**src/common/msf_map.svh**
```systemverilog
// Purpose: register offsets, field positions, reset values and timing figures
// Assumes: byte addresses on a 12-bit APB address, one 32-bit word each
// Notes: definitions only
`ifndef MSF_MAP_SVH
`define MSF_MAP_SVH
// ==========================================================================
// register offsets
`define MSF_ADDR_CAUSE 12'h000
`define MSF_ADDR_CTRL 12'h004
`define MSF_ADDR_STAT 12'h008
`define MSF_ADDR_TXDATA 12'h00C
`define MSF_ADDR_RXDATA 12'h010
// ==========================================================================
// cause bit positions
`define MSF_BIT_LOWBAT 7
`define MSF_BIT_RESET 6
`define MSF_BIT_ELEC 5
`define MSF_BIT_FLOW 4
`define MSF_BIT_S2SHORT 3
`define MSF_BIT_S2OPEN 2
`define MSF_BIT_S1SHORT 1
`define MSF_BIT_S1OPEN 0
// causes that stop energy calculation
`define MSF_ENERGY_MASK 8'h3F
// causes that stop volume calculation
`define MSF_VOLUME_MASK 8'h10
// ==========================================================================
// control and status fields
`define MSF_CTRL_OPT_EN 0
`define MSF_CTRL_RESET 1'h1
`define MSF_STAT_OPEN 0
`define MSF_STAT_MAINS 1
`define MSF_STAT_TXBUSY 2
`define MSF_STAT_SHOWBIN 3
`define MSF_STAT_CRED_LSB 8
`define MSF_RX_VALID_BIT 8
// ==========================================================================
// timing and link figures
`define MSF_CLK_HZ 125000000
`define MSF_BAUD 2400
`define MSF_SESSION_S 4
`define MSF_DAY_S 86400
`define MSF_ALT_S 2
`define MSF_DAILY_CREDIT 4
`define MSF_CREDIT_MAX 32
`define MSF_WAKE_BYTE 8'h55
`define MSF_HDR_LEN 4
`endif

```
**src/common/msf_pkg.sv**
```systemverilog
// Purpose: shared types and helpers of the meter status and optical block
// Assumes: nothing
// Notes: constants live in msf_map.svh
package msf_pkg;
  typedef enum logic [2:0] {
    sess_idle = 3'h1,
    sess_hdr = 3'h2,
    sess_open = 3'h4
  } msf_sess_t;

  // display position n+1 holds cause bit 7-n
  function automatic logic [7:0] msf_rev8(input logic [7:0] v);
    logic [7:0] r;
    r = 8'h00;
    for (int i = 0; i < 8; i++) begin
      r[i] = v[7 - i];
    end
    return r;
  endfunction : msf_rev8
endpackage : msf_pkg

```
**src/common/msf_uart_if.sv**
```systemverilog
// Purpose: character path between the session core and the serial engine
// Assumes: single clock pclk
// Notes: rx_valid is a one-cycle pulse
`timescale 1ns/1ps
interface msf_uart_if;
  logic [7:0] rx_data;
  logic rx_valid;
  logic rx_err;
  logic [7:0] tx_data;
  logic tx_start;
  logic tx_busy;
  modport uart (output rx_data, rx_valid, rx_err, tx_busy,
                input tx_data, tx_start);
  modport core (input rx_data, rx_valid, rx_err, tx_busy,
                output tx_data, tx_start);
endinterface : msf_uart_if

```
**src/msf_uart.sv**
```systemverilog
// Purpose: 8N1 serial receiver and transmitter for the optical port
// Assumes: rxd synchronous to pclk, idle high
// Notes: tx_start while busy is ignored
`timescale 1ns/1ps
module msf_uart #(
  parameter int BAUD_DIV = 52083
) (
  // clock and reset
  input wire logic pclk,
  input wire logic presetn,
  // optical line
  input wire logic rxd,
  output logic txd,
  // character path
  msf_uart_if.uart u
);
  if (BAUD_DIV < 4 || BAUD_DIV > 65535) begin : g_bad_div
    $error("msf_uart: BAUD_DIV out of range");
  end

  localparam logic [15:0] DIV_M1 = 16'(BAUD_DIV - 1);
  localparam logic [15:0] DIV_H = 16'(BAUD_DIV / 2);

  logic rx_busy_reg, rx_busy_next;
  logic [15:0] rx_cnt_reg, rx_cnt_next;
  logic [3:0] rx_bit_reg, rx_bit_next;
  logic [7:0] rx_sh_reg, rx_sh_next;
  logic [7:0] rx_data_reg, rx_data_next;
  logic rx_valid_reg, rx_valid_next;
  logic rx_err_reg, rx_err_next;
  logic tx_busy_reg, tx_busy_next;
  logic [15:0] tx_cnt_reg, tx_cnt_next;
  logic [3:0] tx_bit_reg, tx_bit_next;
  logic [8:0] tx_sh_reg, tx_sh_next;
  logic txd_reg, txd_next;

  // ========================================================================
  // receive and transmit sequencing
  always_comb begin
    rx_busy_next = rx_busy_reg;
    rx_cnt_next = rx_cnt_reg;
    rx_bit_next = rx_bit_reg;
    rx_sh_next = rx_sh_reg;
    rx_data_next = rx_data_reg;
    rx_valid_next = 1'b0;
    rx_err_next = rx_err_reg;
    if (!rx_busy_reg) begin
      if (!rxd) begin
        rx_busy_next = 1'b1;
        rx_cnt_next = DIV_H;
        rx_bit_next = 4'h0;
      end
    end else if (rx_cnt_reg != 16'h0000) begin
      rx_cnt_next = rx_cnt_reg - 16'h0001;
    end else begin
      rx_cnt_next = DIV_M1;
      if (rx_bit_reg == 4'h0) begin
        // glitch shorter than half a bit is not a start bit
        rx_busy_next = !rxd;
        rx_bit_next = 4'h1;
      end else if (rx_bit_reg != 4'h9) begin
        rx_sh_next = {rxd, rx_sh_reg[7:1]};
        rx_bit_next = rx_bit_reg + 4'h1;
      end else begin
        rx_busy_next = 1'b0;
        rx_valid_next = 1'b1;
        rx_err_next = !rxd;
        rx_data_next = rx_sh_reg;
      end
    end
    tx_busy_next = tx_busy_reg;
    tx_cnt_next = tx_cnt_reg;
    tx_bit_next = tx_bit_reg;
    tx_sh_next = tx_sh_reg;
    txd_next = txd_reg;
    if (!tx_busy_reg) begin
      if (u.tx_start) begin
        tx_busy_next = 1'b1;
        tx_cnt_next = DIV_M1;
        tx_bit_next = 4'h0;
        tx_sh_next = {1'b1, u.tx_data};
        txd_next = 1'b0;
      end
    end else if (tx_cnt_reg != 16'h0000) begin
      tx_cnt_next = tx_cnt_reg - 16'h0001;
    end else if (tx_bit_reg == 4'h9) begin
      tx_busy_next = 1'b0;
    end else begin
      tx_cnt_next = DIV_M1;
      txd_next = tx_sh_reg[0];
      tx_sh_next = {1'b1, tx_sh_reg[8:1]};
      tx_bit_next = tx_bit_reg + 4'h1;
    end
  end

  always_ff @(posedge pclk or negedge presetn) begin
    if (!presetn) begin
      rx_busy_reg <= 1'b0;
      rx_cnt_reg <= 16'h0000;
      rx_bit_reg <= 4'h0;
      rx_sh_reg <= 8'h00;
      rx_data_reg <= 8'h00;
      rx_valid_reg <= 1'b0;
      rx_err_reg <= 1'b0;
      tx_busy_reg <= 1'b0;
      tx_cnt_reg <= 16'h0000;
      tx_bit_reg <= 4'h0;
      tx_sh_reg <= 9'h1FF;
      txd_reg <= 1'b1;
    end else begin
      rx_busy_reg <= rx_busy_next;
      rx_cnt_reg <= rx_cnt_next;
      rx_bit_reg <= rx_bit_next;
      rx_sh_reg <= rx_sh_next;
      rx_data_reg <= rx_data_next;
      rx_valid_reg <= rx_valid_next;
      rx_err_reg <= rx_err_next;
      tx_busy_reg <= tx_busy_next;
      tx_cnt_reg <= tx_cnt_next;
      tx_bit_reg <= tx_bit_next;
      tx_sh_reg <= tx_sh_next;
      txd_reg <= txd_next;
    end
  end

  assign u.rx_data = rx_data_reg;
  assign u.rx_valid = rx_valid_reg;
  assign u.rx_err = rx_err_reg;
  assign u.tx_busy = tx_busy_reg;
  assign txd = txd_reg;
endmodule : msf_uart

```
**src/msf_top.sv**
```systemverilog
// Purpose: optical readout session, read-out budget and status byte display
// Assumes: all inputs synchronous to pclk; exch_ok comes from the protocol
//   layer, one pulse per completed valid exchange
// Notes: APB slave with zero wait states
`timescale 1ns/1ps
`include "msf_map.svh"

// Operation
// - session wakes only on received wake header
// - optical characters run at 2400 baud
// - header opens a four second session
// - valid exchange extends session four seconds
// - expiry closes session, display off
// - budget grants at least four sessions daily
// - unused budget accumulates across days
// - external supply lights the mains icon
// - battery takes over when supply fails
// - any active cause lights warning symbol
// - status alternates between hex and binary
// - eight independent causes in one byte
// - bits 7..4: battery, reset, electronics, flow
// - bits 3..0: sensor 2/1 short, open
// - binary shows bit 7 leftmost, bit 0 rightmost
// - electronics fault freezes energy register
// - flow fault freezes volume and energy
// - sensor fault freezes energy register
// - battery and reset causes are informational
module msf_top #(
  parameter int BAUD_DIV = `MSF_CLK_HZ / `MSF_BAUD,
  parameter int SESSION_CYC = `MSF_SESSION_S * `MSF_CLK_HZ,
  parameter int ALT_CYC = `MSF_ALT_S * `MSF_CLK_HZ,
  parameter logic [47:0] DAY_CYC = 48'(`MSF_DAY_S) * 48'(`MSF_CLK_HZ),
  parameter int HDR_LEN = `MSF_HDR_LEN,
  parameter int CREDIT_MAX = `MSF_CREDIT_MAX
) (
  // clock and reset
  input wire logic pclk,
  input wire logic presetn,
  // apb slave
  input wire logic [11:0] paddr,
  input wire logic psel,
  input wire logic penable,
  input wire logic pwrite,
  input wire logic [31:0] pwdata,
  output logic [31:0] prdata,
  output logic pready,
  output logic pslverr,
  // optical link
  input wire logic opt_rxd,
  output logic opt_txd,
  input wire logic exch_ok,
  // fault sources and supply
  input wire logic [7:0] cause_in,
  input wire logic ext_supply_det,
  // display and calculation control
  output logic session_open,
  output logic disp_on,
  output logic disp_show_bin,
  output logic [7:0] disp_hex,
  output logic [7:0] disp_bin,
  output logic warn_icon,
  output logic mains_icon,
  output logic batt_sel,
  output logic energy_hold,
  output logic volume_hold
);
  if (SESSION_CYC < 2 || ALT_CYC < 2 || HDR_LEN < 1 || HDR_LEN > 255 ||
      CREDIT_MAX < `MSF_DAILY_CREDIT || CREDIT_MAX > 255 ||
      DAY_CYC < 48'h2) begin : g_bad_param
    $error("msf_top: parameter out of range");
  end

  localparam logic [31:0] SESS_M1 = 32'(SESSION_CYC - 1);
  localparam logic [31:0] ALT_M1 = 32'(ALT_CYC - 1);
  localparam logic [7:0] HDR_M1 = 8'(HDR_LEN - 1);
  localparam logic [8:0] CRED_MAX = 9'(CREDIT_MAX);
  localparam logic [8:0] CRED_DAY = 9'(`MSF_DAILY_CREDIT);

  msf_uart_if uif ();

  msf_uart #(.BAUD_DIV(BAUD_DIV)) u_uart (
    .pclk(pclk),
    .presetn(presetn),
    .rxd(opt_rxd),
    .txd(opt_txd),
    .u(uif.uart)
  );

  // ========================================================================
  // register file
  logic [7:0] cause_reg, cause_next;
  logic [7:0] bin_reg, bin_next;
  logic opt_en_reg, opt_en_next;
  logic [31:0] prdata_reg, prdata_next;
  logic [7:0] tx_data_reg, tx_data_next;
  logic tx_start_reg, tx_start_next;
  logic [8:0] rx_hold_reg, rx_hold_next;
  logic wr_en, rd_setup, addr_ok;
  logic [7:0] credit_reg;
  logic show_bin_reg;

  assign wr_en = psel && penable && pwrite;
  assign rd_setup = psel && !penable && !pwrite;
  assign addr_ok = paddr == `MSF_ADDR_CAUSE || paddr == `MSF_ADDR_CTRL ||
    paddr == `MSF_ADDR_STAT || paddr == `MSF_ADDR_TXDATA ||
    paddr == `MSF_ADDR_RXDATA;

  always_comb begin
    // set wins over a write-one clear in the same cycle
    cause_next = cause_reg;
    if (wr_en && paddr == `MSF_ADDR_CAUSE) begin
      cause_next = cause_reg & ~pwdata[7:0];
    end
    cause_next = cause_next | cause_in;
    bin_next = msf_pkg::msf_rev8(cause_next);
    opt_en_next = opt_en_reg;
    if (wr_en && paddr == `MSF_ADDR_CTRL) begin
      opt_en_next = pwdata[`MSF_CTRL_OPT_EN];
    end
    tx_data_next = tx_data_reg;
    tx_start_next = 1'b0;
    if (wr_en && paddr == `MSF_ADDR_TXDATA && !uif.tx_busy) begin
      tx_data_next = pwdata[7:0];
      tx_start_next = 1'b1;
    end
    rx_hold_next = rx_hold_reg;
    if (uif.rx_valid && !uif.rx_err) begin
      rx_hold_next = {1'b1, uif.rx_data};
    end else if (psel && penable && !pwrite &&
                 paddr == `MSF_ADDR_RXDATA) begin
      rx_hold_next = {1'b0, rx_hold_reg[7:0]};
    end
    prdata_next = prdata_reg;
    if (rd_setup) begin
      prdata_next = 32'h0000_0000;
      case (paddr)
        `MSF_ADDR_CAUSE: prdata_next[7:0] = cause_reg;
        `MSF_ADDR_CTRL: prdata_next[`MSF_CTRL_OPT_EN] = opt_en_reg;
        `MSF_ADDR_STAT: begin
          prdata_next[`MSF_STAT_OPEN] = session_open;
          prdata_next[`MSF_STAT_MAINS] = ext_supply_det;
          prdata_next[`MSF_STAT_TXBUSY] = uif.tx_busy;
          prdata_next[`MSF_STAT_SHOWBIN] = show_bin_reg;
          prdata_next[`MSF_STAT_CRED_LSB +: 8] = credit_reg;
        end
        `MSF_ADDR_TXDATA: prdata_next[7:0] = tx_data_reg;
        `MSF_ADDR_RXDATA: prdata_next[8:0] = rx_hold_reg;
        default: prdata_next = 32'h0000_0000;
      endcase
    end
  end

  always_ff @(posedge pclk or negedge presetn) begin
    if (!presetn) begin
      cause_reg <= 8'h00;
      bin_reg <= 8'h00;
      opt_en_reg <= `MSF_CTRL_RESET;
      prdata_reg <= 32'h0000_0000;
      tx_data_reg <= 8'h00;
      tx_start_reg <= 1'b0;
      rx_hold_reg <= 9'h000;
    end else begin
      cause_reg <= cause_next;
      bin_reg <= bin_next;
      opt_en_reg <= opt_en_next;
      prdata_reg <= prdata_next;
      tx_data_reg <= tx_data_next;
      tx_start_reg <= tx_start_next;
      rx_hold_reg <= rx_hold_next;
    end
  end

  assign uif.tx_data = tx_data_reg;
  assign uif.tx_start = tx_start_reg;
  assign prdata = prdata_reg;
  assign pready = 1'b1;
  assign pslverr = psel && penable && !addr_ok;

  // ========================================================================
  // session, budget and display alternation
  msf_pkg::msf_sess_t st_reg, st_next;
  logic [7:0] hdr_reg, hdr_next;
  logic [31:0] sess_reg, sess_next;
  logic [47:0] day_reg, day_next;
  logic [31:0] alt_reg, alt_next;
  logic [7:0] credit_next;
  logic show_bin_next;
  logic wake_byte, open_evt, day_tick;
  logic [8:0] cred_sum;

  assign wake_byte = uif.rx_valid && !uif.rx_err &&
    uif.rx_data == `MSF_WAKE_BYTE;
  assign day_tick = day_reg == 48'h0;

  always_comb begin
    st_next = st_reg;
    hdr_next = hdr_reg;
    sess_next = sess_reg;
    open_evt = 1'b0;
    case (st_reg)
      msf_pkg::sess_idle, msf_pkg::sess_hdr: begin
        if (uif.rx_valid) begin
          if (!wake_byte) begin
            st_next = msf_pkg::sess_idle;
            hdr_next = 8'h00;
          end else if (hdr_reg == HDR_M1) begin
            // header without credit or enable is dropped silently
            st_next = msf_pkg::sess_idle;
            hdr_next = 8'h00;
            if (opt_en_reg && credit_reg != 8'h00) begin
              open_evt = 1'b1;
              st_next = msf_pkg::sess_open;
              sess_next = SESS_M1;
            end
          end else begin
            st_next = msf_pkg::sess_hdr;
            hdr_next = hdr_reg + 8'h01;
          end
        end
      end
      msf_pkg::sess_open: begin
        if (exch_ok) begin
          sess_next = SESS_M1;
        end else if (sess_reg == 32'h0) begin
          st_next = msf_pkg::sess_idle;
        end else begin
          sess_next = sess_reg - 32'h1;
        end
      end
      default: begin
        st_next = msf_pkg::sess_idle;
        hdr_next = 8'h00;
      end
    endcase
    day_next = day_tick ? DAY_CYC - 48'h1 : day_reg - 48'h1;
    // credits saturate at the cap so long idle periods cannot overflow
    cred_sum = {1'b0, credit_reg} + (day_tick ? CRED_DAY : 9'h000);
    if (cred_sum > CRED_MAX) begin
      cred_sum = CRED_MAX;
    end
    if (open_evt) begin
      cred_sum = cred_sum - 9'h001;
    end
    credit_next = cred_sum[7:0];
    show_bin_next = show_bin_reg;
    alt_next = alt_reg - 32'h1;
    if (alt_reg == 32'h0) begin
      alt_next = ALT_M1;
      show_bin_next = !show_bin_reg;
    end
  end

  always_ff @(posedge pclk or negedge presetn) begin
    if (!presetn) begin
      st_reg <= msf_pkg::sess_idle;
      hdr_reg <= 8'h00;
      sess_reg <= 32'h0;
      day_reg <= 48'h0;
      alt_reg <= 32'h0;
      credit_reg <= 8'(`MSF_DAILY_CREDIT);
      show_bin_reg <= 1'b0;
    end else begin
      st_reg <= st_next;
      hdr_reg <= hdr_next;
      sess_reg <= sess_next;
      day_reg <= day_next;
      alt_reg <= alt_next;
      credit_reg <= credit_next;
      show_bin_reg <= show_bin_next;
    end
  end

  // ========================================================================
  // outputs
  assign session_open = st_reg == msf_pkg::sess_open;
  assign disp_on = session_open;
  assign disp_show_bin = show_bin_reg;
  assign disp_hex = cause_reg;
  assign disp_bin = bin_reg;
  assign warn_icon = |cause_reg;
  assign mains_icon = ext_supply_det;
  assign batt_sel = !ext_supply_det;
  assign energy_hold = |(cause_reg & `MSF_ENERGY_MASK);
  assign volume_hold = |(cause_reg & `MSF_VOLUME_MASK);
endmodule : msf_top

```
**config.mk**
```make
export PLATFORM = sky130hd
export DESIGN_NAME = msf_top
export DESIGN_NICKNAME = d
export VERILOG_FILES = /design/src/common/msf_pkg.sv /design/src/common/msf_uart_if.sv /design/src/msf_uart.sv /design/src/msf_top.sv
export VERILOG_INCLUDE_DIRS = /design/src /design/src/common
export SDC_FILE = /design/constraint.sdc
export NUM_CORES = 1
export LEC_CHECK = 0
export BUFFER_PORTS_ARGS = -buffer_cell sky130_fd_sc_hd__buf_2
export CORE_ASPECT_RATIO = 1.1
export CORE_MARGIN = 5
export CORE_UTILIZATION = 45
export CTS_CLUSTER_SIZE = 14
export DETAILED_ROUTE_END_ITERATION = 10
export GPL_ROUTABILITY_DRIVEN = 0
export PLACE_DENSITY_LB_ADDON = 0.2
export SLEW_MARGIN = 20
export SYNTH_ARGS = -nofsm -noshare
export SYNTH_HDL_FRONTEND = slang
export SYNTH_HIERARCHICAL = 1
export SYNTH_SLANG_ARGS = --single-unit
```
**constraint.sdc**
```tcl
create_clock -name pclk -period 6.75 [get_ports pclk]
set_input_delay 0.675 -clock pclk [delete_from_list [all_inputs] [get_ports pclk]]
set_output_delay 0.675 -clock pclk [all_outputs]
set_load 0.01 [all_outputs]
```
==> impl_summary.txt, run 1 <==
----------------------------------------------------
[Status]
  Run status ... finished clean

[Synthesis]
  Post-synthesis cell count ... 1264
  Post-synthesis instance area ... 12400 sq um
  Primary flip-flop cell chosen by synthesis mapping ... sky130_fd_sc_hd__dfrtp_1
  Avg Inst Size Synth ... 9.85 sq um
  Sequential cell area fraction in the yosys report ... 49.2%
  Synth unique cells ... just under 80
  Total of flip-flops plus latches after synthesis ... 244
  Post-synth ARST share ... 100%
  Count of flip-flops with a built-in enable after synthesis ... 0
  Synth Warn # ... 6

[Finish]
  # nets final ... 1390
  Proportion of layout cells with a drive suffix above 1 ... 16.1%
  Final Core Density ... 51.3%
  Multi-input logic area ... 5850 sq um
  Filler instances ... 2528
  Area growth, synth to finish ... 11.7%
  Sequential Area ... roughly 6000 sq um
  Count of non-filler cells in the finished layout ... ~1.7k
  Max FFs per register ... 48
  Post-route design area ... between 10000 and 15000 sq um
  Commonest cells after routing, fill and taps aside ... sky130_fd_sc_hd__dfrtp_1 (232), sky130_fd_sc_hd__nand2_1 (148), sky130_fd_sc_hd__nor2_1 (114)
  Commonest non-fill, non-tap cell in the layout ... sky130_fd_sc_hd__dfrtp_1

[Timing]
  Hold violation total from the final report ... 0
  Final-report max-slew violation count ... 0
  Crit share post-route ... 79.3%
  Clock period minus final worst setup slack ... 5360 ps
  Setup ws final ... approximately 1400 ps
  Skew final ... 13.3 ps
  Fmax ... 187 MHz
  Remaining max-slew budget at the tightest pin ... 29.7%
  Slew at the pin closest to its max-slew limit ... 1050 ps
  RSZ-0062 raised after global routing ... no
  Final setup vio count ... 0
  Total negative slack for setup checks ... 0 ps

[Setup path]
  Largest incremental delay on the critical path ... between 600 and 700 ps
  Kind of cell adding the most delay to the critical path ... simple AND/OR/NAND/NOR gates
  Cell chain of the critical path ... or4_1, or4_4, or4_4, nor3_1, ha_1, ha_1, or4_1, nor4_1, o21ai_0, a21oi_1, nand2_1, ha_1, nand2_1, o211ai_1, o21ai_0
  Largest fanout on the critical path ... 7
  Buffer and inverter count on the worst path ... 0
  Crit Reg-Reg Startpoint ... day_reg[9]
  Cell occurring most often along the worst timing path ... sky130_fd_sc_hd__ha_1
  CP Capture Type ... register
  Data required time at the worst endpoint ... about 7200 ps
  Critical Path Start Type ... register
  Cell with the biggest individual delay on the critical path ... sky130_fd_sc_hd__or4_1
  Data arrival, critical path ... ~5800 ps
  Start point of the critical path ... day_reg[9]
  Type of the worst setup path ... register to register

[Global route]
  First-pass GRT wire length ... ~46 mm
  GRT overflow ... 0
  Initial antenna violation count ... 0
  Largest net degree at the start of global routing ... between 100 and 150
  Via count of the first global-routing pass ... about 9.1k
  Tot GR Track Use ... about 18%

[Detailed routing]
  Aggregate routed wire length ... ~27 mm
  WL per Instance ... ~16 um
  Iteration count of the initial detailed-routing pass ... 6
  Iteration-0 DRC count of the detailed router ... just under 600
  Routed Antenna Nets ... 0
  Remaining DRCs ... 0
  DR vias/cell ... between 5 and 6
  Total vias in the final route ... 9348

[Power]
  Pwr per Cell Area ... 231 nW/um^2
  P_leak ... 5.94 nW
  Peak ir drop on the vdd network ... 0.000175 V

[Flow run]
  Max-capacitance violation count ... 0

[Place]
  Setup slack after placement ... 1480 ps
  HPWL after detailed placement ... 18.7 mm
  Post-DP Area ... 13000 sq um
  Total placed cells including tap cells ... 1640
  Number of port buffers ... between 70 and 80

[Clock tree]
  H-tree Lvls ... 1
  Worst skew pair latency ... ~530 ps
  Number of buffers inserted to repair setup after CTS ... 0
  Post-cts resize count ... 0
  Buffer cell driving the clock tree root ... sky130_fd_sc_hd__clkbuf_16
  Clock transition at the registers of the reported paths ... 60 ps
  Number of CTS-inserted buffers ... 27
  Clk sink count ... 244
  Post-CTS Hold Fix Bufs ... 0
  Clock tree from TritonCTS ... built
  Maximum clock insertion buffer count ... 3

[Die]
  Starting density of the core ... 45.9%
  Row Count ... 63
  # IOs ... approximately 120
  Die height ... 184 um
  Width of the die ... ~170 um
  Total die area ... 31100 sq um
  Placeable core area ... between 20000 and 30000 sq um

[Min path]
  Worst hold-check path type ... input port to async pin

----------------------------------------------------
## where the power goes
group	internal [W]	leakage, nW	switching [W]
Sequential	0.00150	3.01	0.0000517
Combinational	0.0000804	2.49	0.000125
Clock	0.000877	0.444	0.000576
Total	0.00246	5.94	0.000753
## cells in the mapped netlist, types with 28 or more instances
library cell / instances / share of area [%]
sky130_fd_sc_hd__dfrtp_1: 232 / 47
sky130_fd_sc_hd__nand2_1: 148 / 4.5
sky130_fd_sc_hd__nor2_1: 114 / 3.4
sky130_fd_sc_hd__o21ai_0: 72 / 2.9
sky130_fd_sc_hd__nor3_1: 59 / 2.4
sky130_fd_sc_hd__xor2_1: 48 / 3.4
sky130_fd_sc_hd__xnor2_1: 43 / 3.0
sky130_fd_sc_hd__nand3_1: 39 / 1.6
sky130_fd_sc_hd__mux2_2: 36 / 3.3
sky130_fd_sc_hd__nor4_1: 35 / 1.8
sky130_fd_sc_hd__clkbuf_1: 34 / 1.0
sky130_fd_sc_hd__a21oi_1: 29 / 1.2
sky130_fd_sc_hd__buf_4: 28 / 1.7
## metrics by stage
stage	total power (W)	hold slack (ps)
after floorplan	0.00171	379
after global placement	0.00178	440
after detailed placement	0.00178	449
after CTS	0.00326	300
after global routing	0.00335	15.7
final	0.00321	16.4
## cell families after synthesis
| kind of cell | share of synthesized area, % |
|---|---|
| and+or+nand+nor | 23.7 |
| DFF | 49.2 |
| AOI/OAI and AO/OA | 10.8 |
| buffers and inverters | 4.26 |
| xor gates and xnor gates | 6.40 |
| muxes | 4.00 |
| adders and majority gates | 1.61 |
| other | 0.0603 |
## routing by layer
metal | routed length, um | vias to the layer above | part of all wire, % | global-route usage (%)
met5 | 0 | - | 0 | 0
met3 | 1120 | 31 | 4.1 | 2.27
met4 | 463 | 0 | 1.7 | 4.09
met2 | 12700 | 146 | 47 | 28.9
met1 | 13000 | 4591 | 48 | 25.0
li1 | - | 4580 | - | -
## layout make-up
cell class,count,share of cell area (%)
Timing Repair Buffer,85,3.54
Sequential cell,244,44.0
Antenna cell,1,0.0180
Clock inverter,6,0.396
Inverter,26,0.702
Tap cell,357,3.21
Multi-Input combinational cell,930,42.1
Clock buffer,42,5.99
## path summary, 6_finish.rpt
kind | end | slack (ps) | cells past startpoint
setup reg to reg | credit_reg[4] | 1390 | 15
min in group pclk | disp_bin[1] | 330 | 2
max in group asynchronous | sess_reg[28] | 5820 | 2
setup / recovery | credit_reg[4] | 1390 | 15
hold reg to reg | alt_reg[0] | 450 | 1
hold / removal | u_uart/tx_cnt_reg[10] | 20 | 1
(Power assumes the default switching activity.)
==> run 2, diff against run 1 <==
clock period = 5 ns   (was 6.75 ns; I/O delays follow)
==> impl_summary.txt, run 2 (synthesized netlist as in run 1, its figures left out) <==
----------------------------------------------------
[Clock tree]
  H-tree Lvls ... 1 (unchanged)
  Worst skew pair latency ... 530 ps (about the same)
  Clk sink count ... 244 (unchanged)
  Maximum clock insertion buffer count ... 3 (unchanged)
  Number of CTS-inserted buffers ... 27 (unchanged)
  Clock tree from TritonCTS ... built
  Buffer cell driving the clock tree root ... sky130_fd_sc_hd__clkbuf_16
  Number of buffers inserted to repair setup after CTS ... 0 (unchanged)
  Clock transition at the registers of the reported paths ... 60 ps (about the same)

[Timing]
  Worst Hold Slack ... 45.7 ps (+29.3 ps)
  Fmax ... 212 MHz (+14%)
  Clock period minus final worst setup slack ... 4710 ps (-642 ps)
  Final setup vio count ... 0 (unchanged)
  Hold violation total from the final report ... 0 (unchanged)
  Skew final ... 11.2 ps (-2.15 ps)
  Slew at the pin closest to its max-slew limit ... 905 ps (-140 ps)
  Remaining max-slew budget at the tightest pin ... 39.7% (+10 points)
  Final-report max-slew violation count ... 0 (unchanged)
  Crit share post-route ... 94.3% (+15 points)

[Flow run]
  Max-capacitance violation count ... 0 (unchanged)

[Setup path]
  Largest fanout on the critical path ... 4 (-3)
  Type of the worst setup path ... register to register
  CP Capture Type ... register
  Crit Reg-Reg Startpoint ... day_reg[0]
  Data required time at the worst endpoint ... 5450 ps (-1740 ps)
  Start point of the critical path ... day_reg[0]
  Critical Path Start Type ... register
  Data arrival, critical path ... 5160 ps (-640 ps)

[Global route]
  Met1 Usage GRT ... 24.7% (-0.35 points)
  Tot GR Track Use ... 17.6% (about the same)
  Initial antenna violation count ... 0 (unchanged)
  Busiest layer in global routing ... met2
  Met3 Resource Use GR ... 2.36% (+0.086 points)
  Met2 Use GR ... 29.4% (+0.43 points)
  GRT overflow ... 0 (unchanged)
  Via count of the first global-routing pass ... 9145 (+0.40%)
  First-pass GRT wire length ... 46.1 mm (+0.18%)
  Largest net degree at the start of global routing ... 108 (-18%)

[Die]
  Starting density of the core ... 45.9% (unchanged)
  Die height ... 184 um (unchanged)
  # IOs ... 119 (unchanged)
  Row Count ... 63 (unchanged)
  Total die area ... 31100 sq um (unchanged)
  Placeable core area ... 27100 sq um (unchanged)
  Width of the die ... 169 um (unchanged)

[Power]
  Overall Power ... 0.00437 W (+36%)
  Pwr per Cell Area ... 313 nW/um^2 (+35%)
  Peak ir drop on the vdd network ... 0.000260 V (+48%)
  P_leak ... 5.97 nW (+0.41%)

[Detailed routing]
  Routed Antenna Nets ... 0 (unchanged)
  Remaining DRCs ... 0 (unchanged)
  DR vias/cell ... 5.56 (+0.60%)
  Total vias in the final route ... 9443 (+1.0%)
  WL per Instance ... 16.1 um (about the same)
  Iteration count of the initial detailed-routing pass ... 6 (unchanged)
  Iteration-0 DRC count of the detailed router ... 516 (-11%)
  Aggregate routed wire length ... 27.4 mm (+0.34%)

[Finish]
  Commonest non-fill, non-tap cell in the layout ... sky130_fd_sc_hd__dfrtp_1
  Final Core Density ... 51.5% (+0.24 points)
  # nets final ... 1399 (+0.65%)
  Area growth, synth to finish ... 12.2%
  Post-route design area ... 14000 sq um (+0.47%)
  Max FFs per register ... 48 (unchanged)
  Proportion of layout cells with a drive suffix above 1 ... 16.8% (+0.72 points)
  Commonest cells after routing, fill and taps aside ... sky130_fd_sc_hd__dfrtp_1 (232), sky130_fd_sc_hd__nand2_1 (148), sky130_fd_sc_hd__nor2_1 (114)
  Ant diodes ... 0 (-1)

[Min path]
  Worst hold-check path type ... input port to async pin

[Place]
  Number of port buffers ... 77 (unchanged)
  Post-DP Area ... 13000 sq um (+0.61%)
  HPWL after detailed placement ... 19.0 mm (+1.5%)

[Status]
  Run status ... finished clean

----------------------------------------------------
run 2: worst paths after layout:
path | endpoint | slack (ps) | cells past startpoint
hold reg to reg | day_reg[16] | 450 | 1
setup / recovery | credit_reg[4] | 290 | 18
setup reg to reg | credit_reg[4] | 290 | 18
hold / removal | u_uart/tx_cnt_reg[3] | 50 | 1
min in group pclk | disp_bin[4] | 160 | 2
max in group asynchronous | sess_reg[5] | 3870 | 2
run 2: timing repair:
item	4_1_cts	5_1_grt
hold endpoints to repair	0	0
hold buffers	0	0
endpoints found under the setup margin	0	4
resized for setup	0	4
run 2: final cells by class:
type | count | area, sq um
Tap cell | 357 | 447
Timing Repair Buffer | 94 | 539
Multi-Input combinational cell | 930 | 5870
Clock buffer | 37 | 753
Fill cell | 2501 | 13200
Inverter | 26 | 97.6
Sequential cell | 244 | 6120
Clock inverter | 10 | 135
run 2: power by group:
part / internal (W) / switching (W)
logic: 0.000107 / 0.000169
registers: 0.00203 / 0.0000668
clock network: 0.00120 / 0.000790
total: 0.00334 / 0.00103
run 2: through the flow:
step / TNS, ps / worst slack (ps) / cells
global route: -25.7 / -25.7 / 1698
CTS: 0 / 152 / 1697
finish: 0 / 286 / 1698
detailed placement: 0 / 186 / 1650
floorplan: 0 / 195 / 1279
global placement: 0 / 177 / 1650
run 2: critical path, cell delays in order, from the launching register on:
cell and delay [ps]:
sky130_fd_sc_hd__dfrtp_1 390, sky130_fd_sc_hd__inv_1 60, sky130_fd_sc_hd__ha_1 200, sky130_fd_sc_hd__or4b_2 650, sky130_fd_sc_hd__or3_1 380, sky130_fd_sc_hd__or4_4 460, sky130_fd_sc_hd__nor3_2 220, sky130_fd_sc_hd__ha_1 220
sky130_fd_sc_hd__ha_1 260, sky130_fd_sc_hd__or4_1 510, sky130_fd_sc_hd__buf_4 170, sky130_fd_sc_hd__nor4_1 160, sky130_fd_sc_hd__a21oi_1 130, sky130_fd_sc_hd__a21oi_2 220, sky130_fd_sc_hd__nand2_1 110, sky130_fd_sc_hd__ha_1 210
sky130_fd_sc_hd__nand2_1 100, sky130_fd_sc_hd__o211ai_1 90, sky130_fd_sc_hd__o21ai_0 100
run 2: metal layers:
metal | up-vias | share of wire (%)
met4 | 0 | 1.7
li1 | 4590 | -
met3 | 43 | 4.0
met5 | - | 0
met1 | 4670 | 47
met2 | 140 | 47
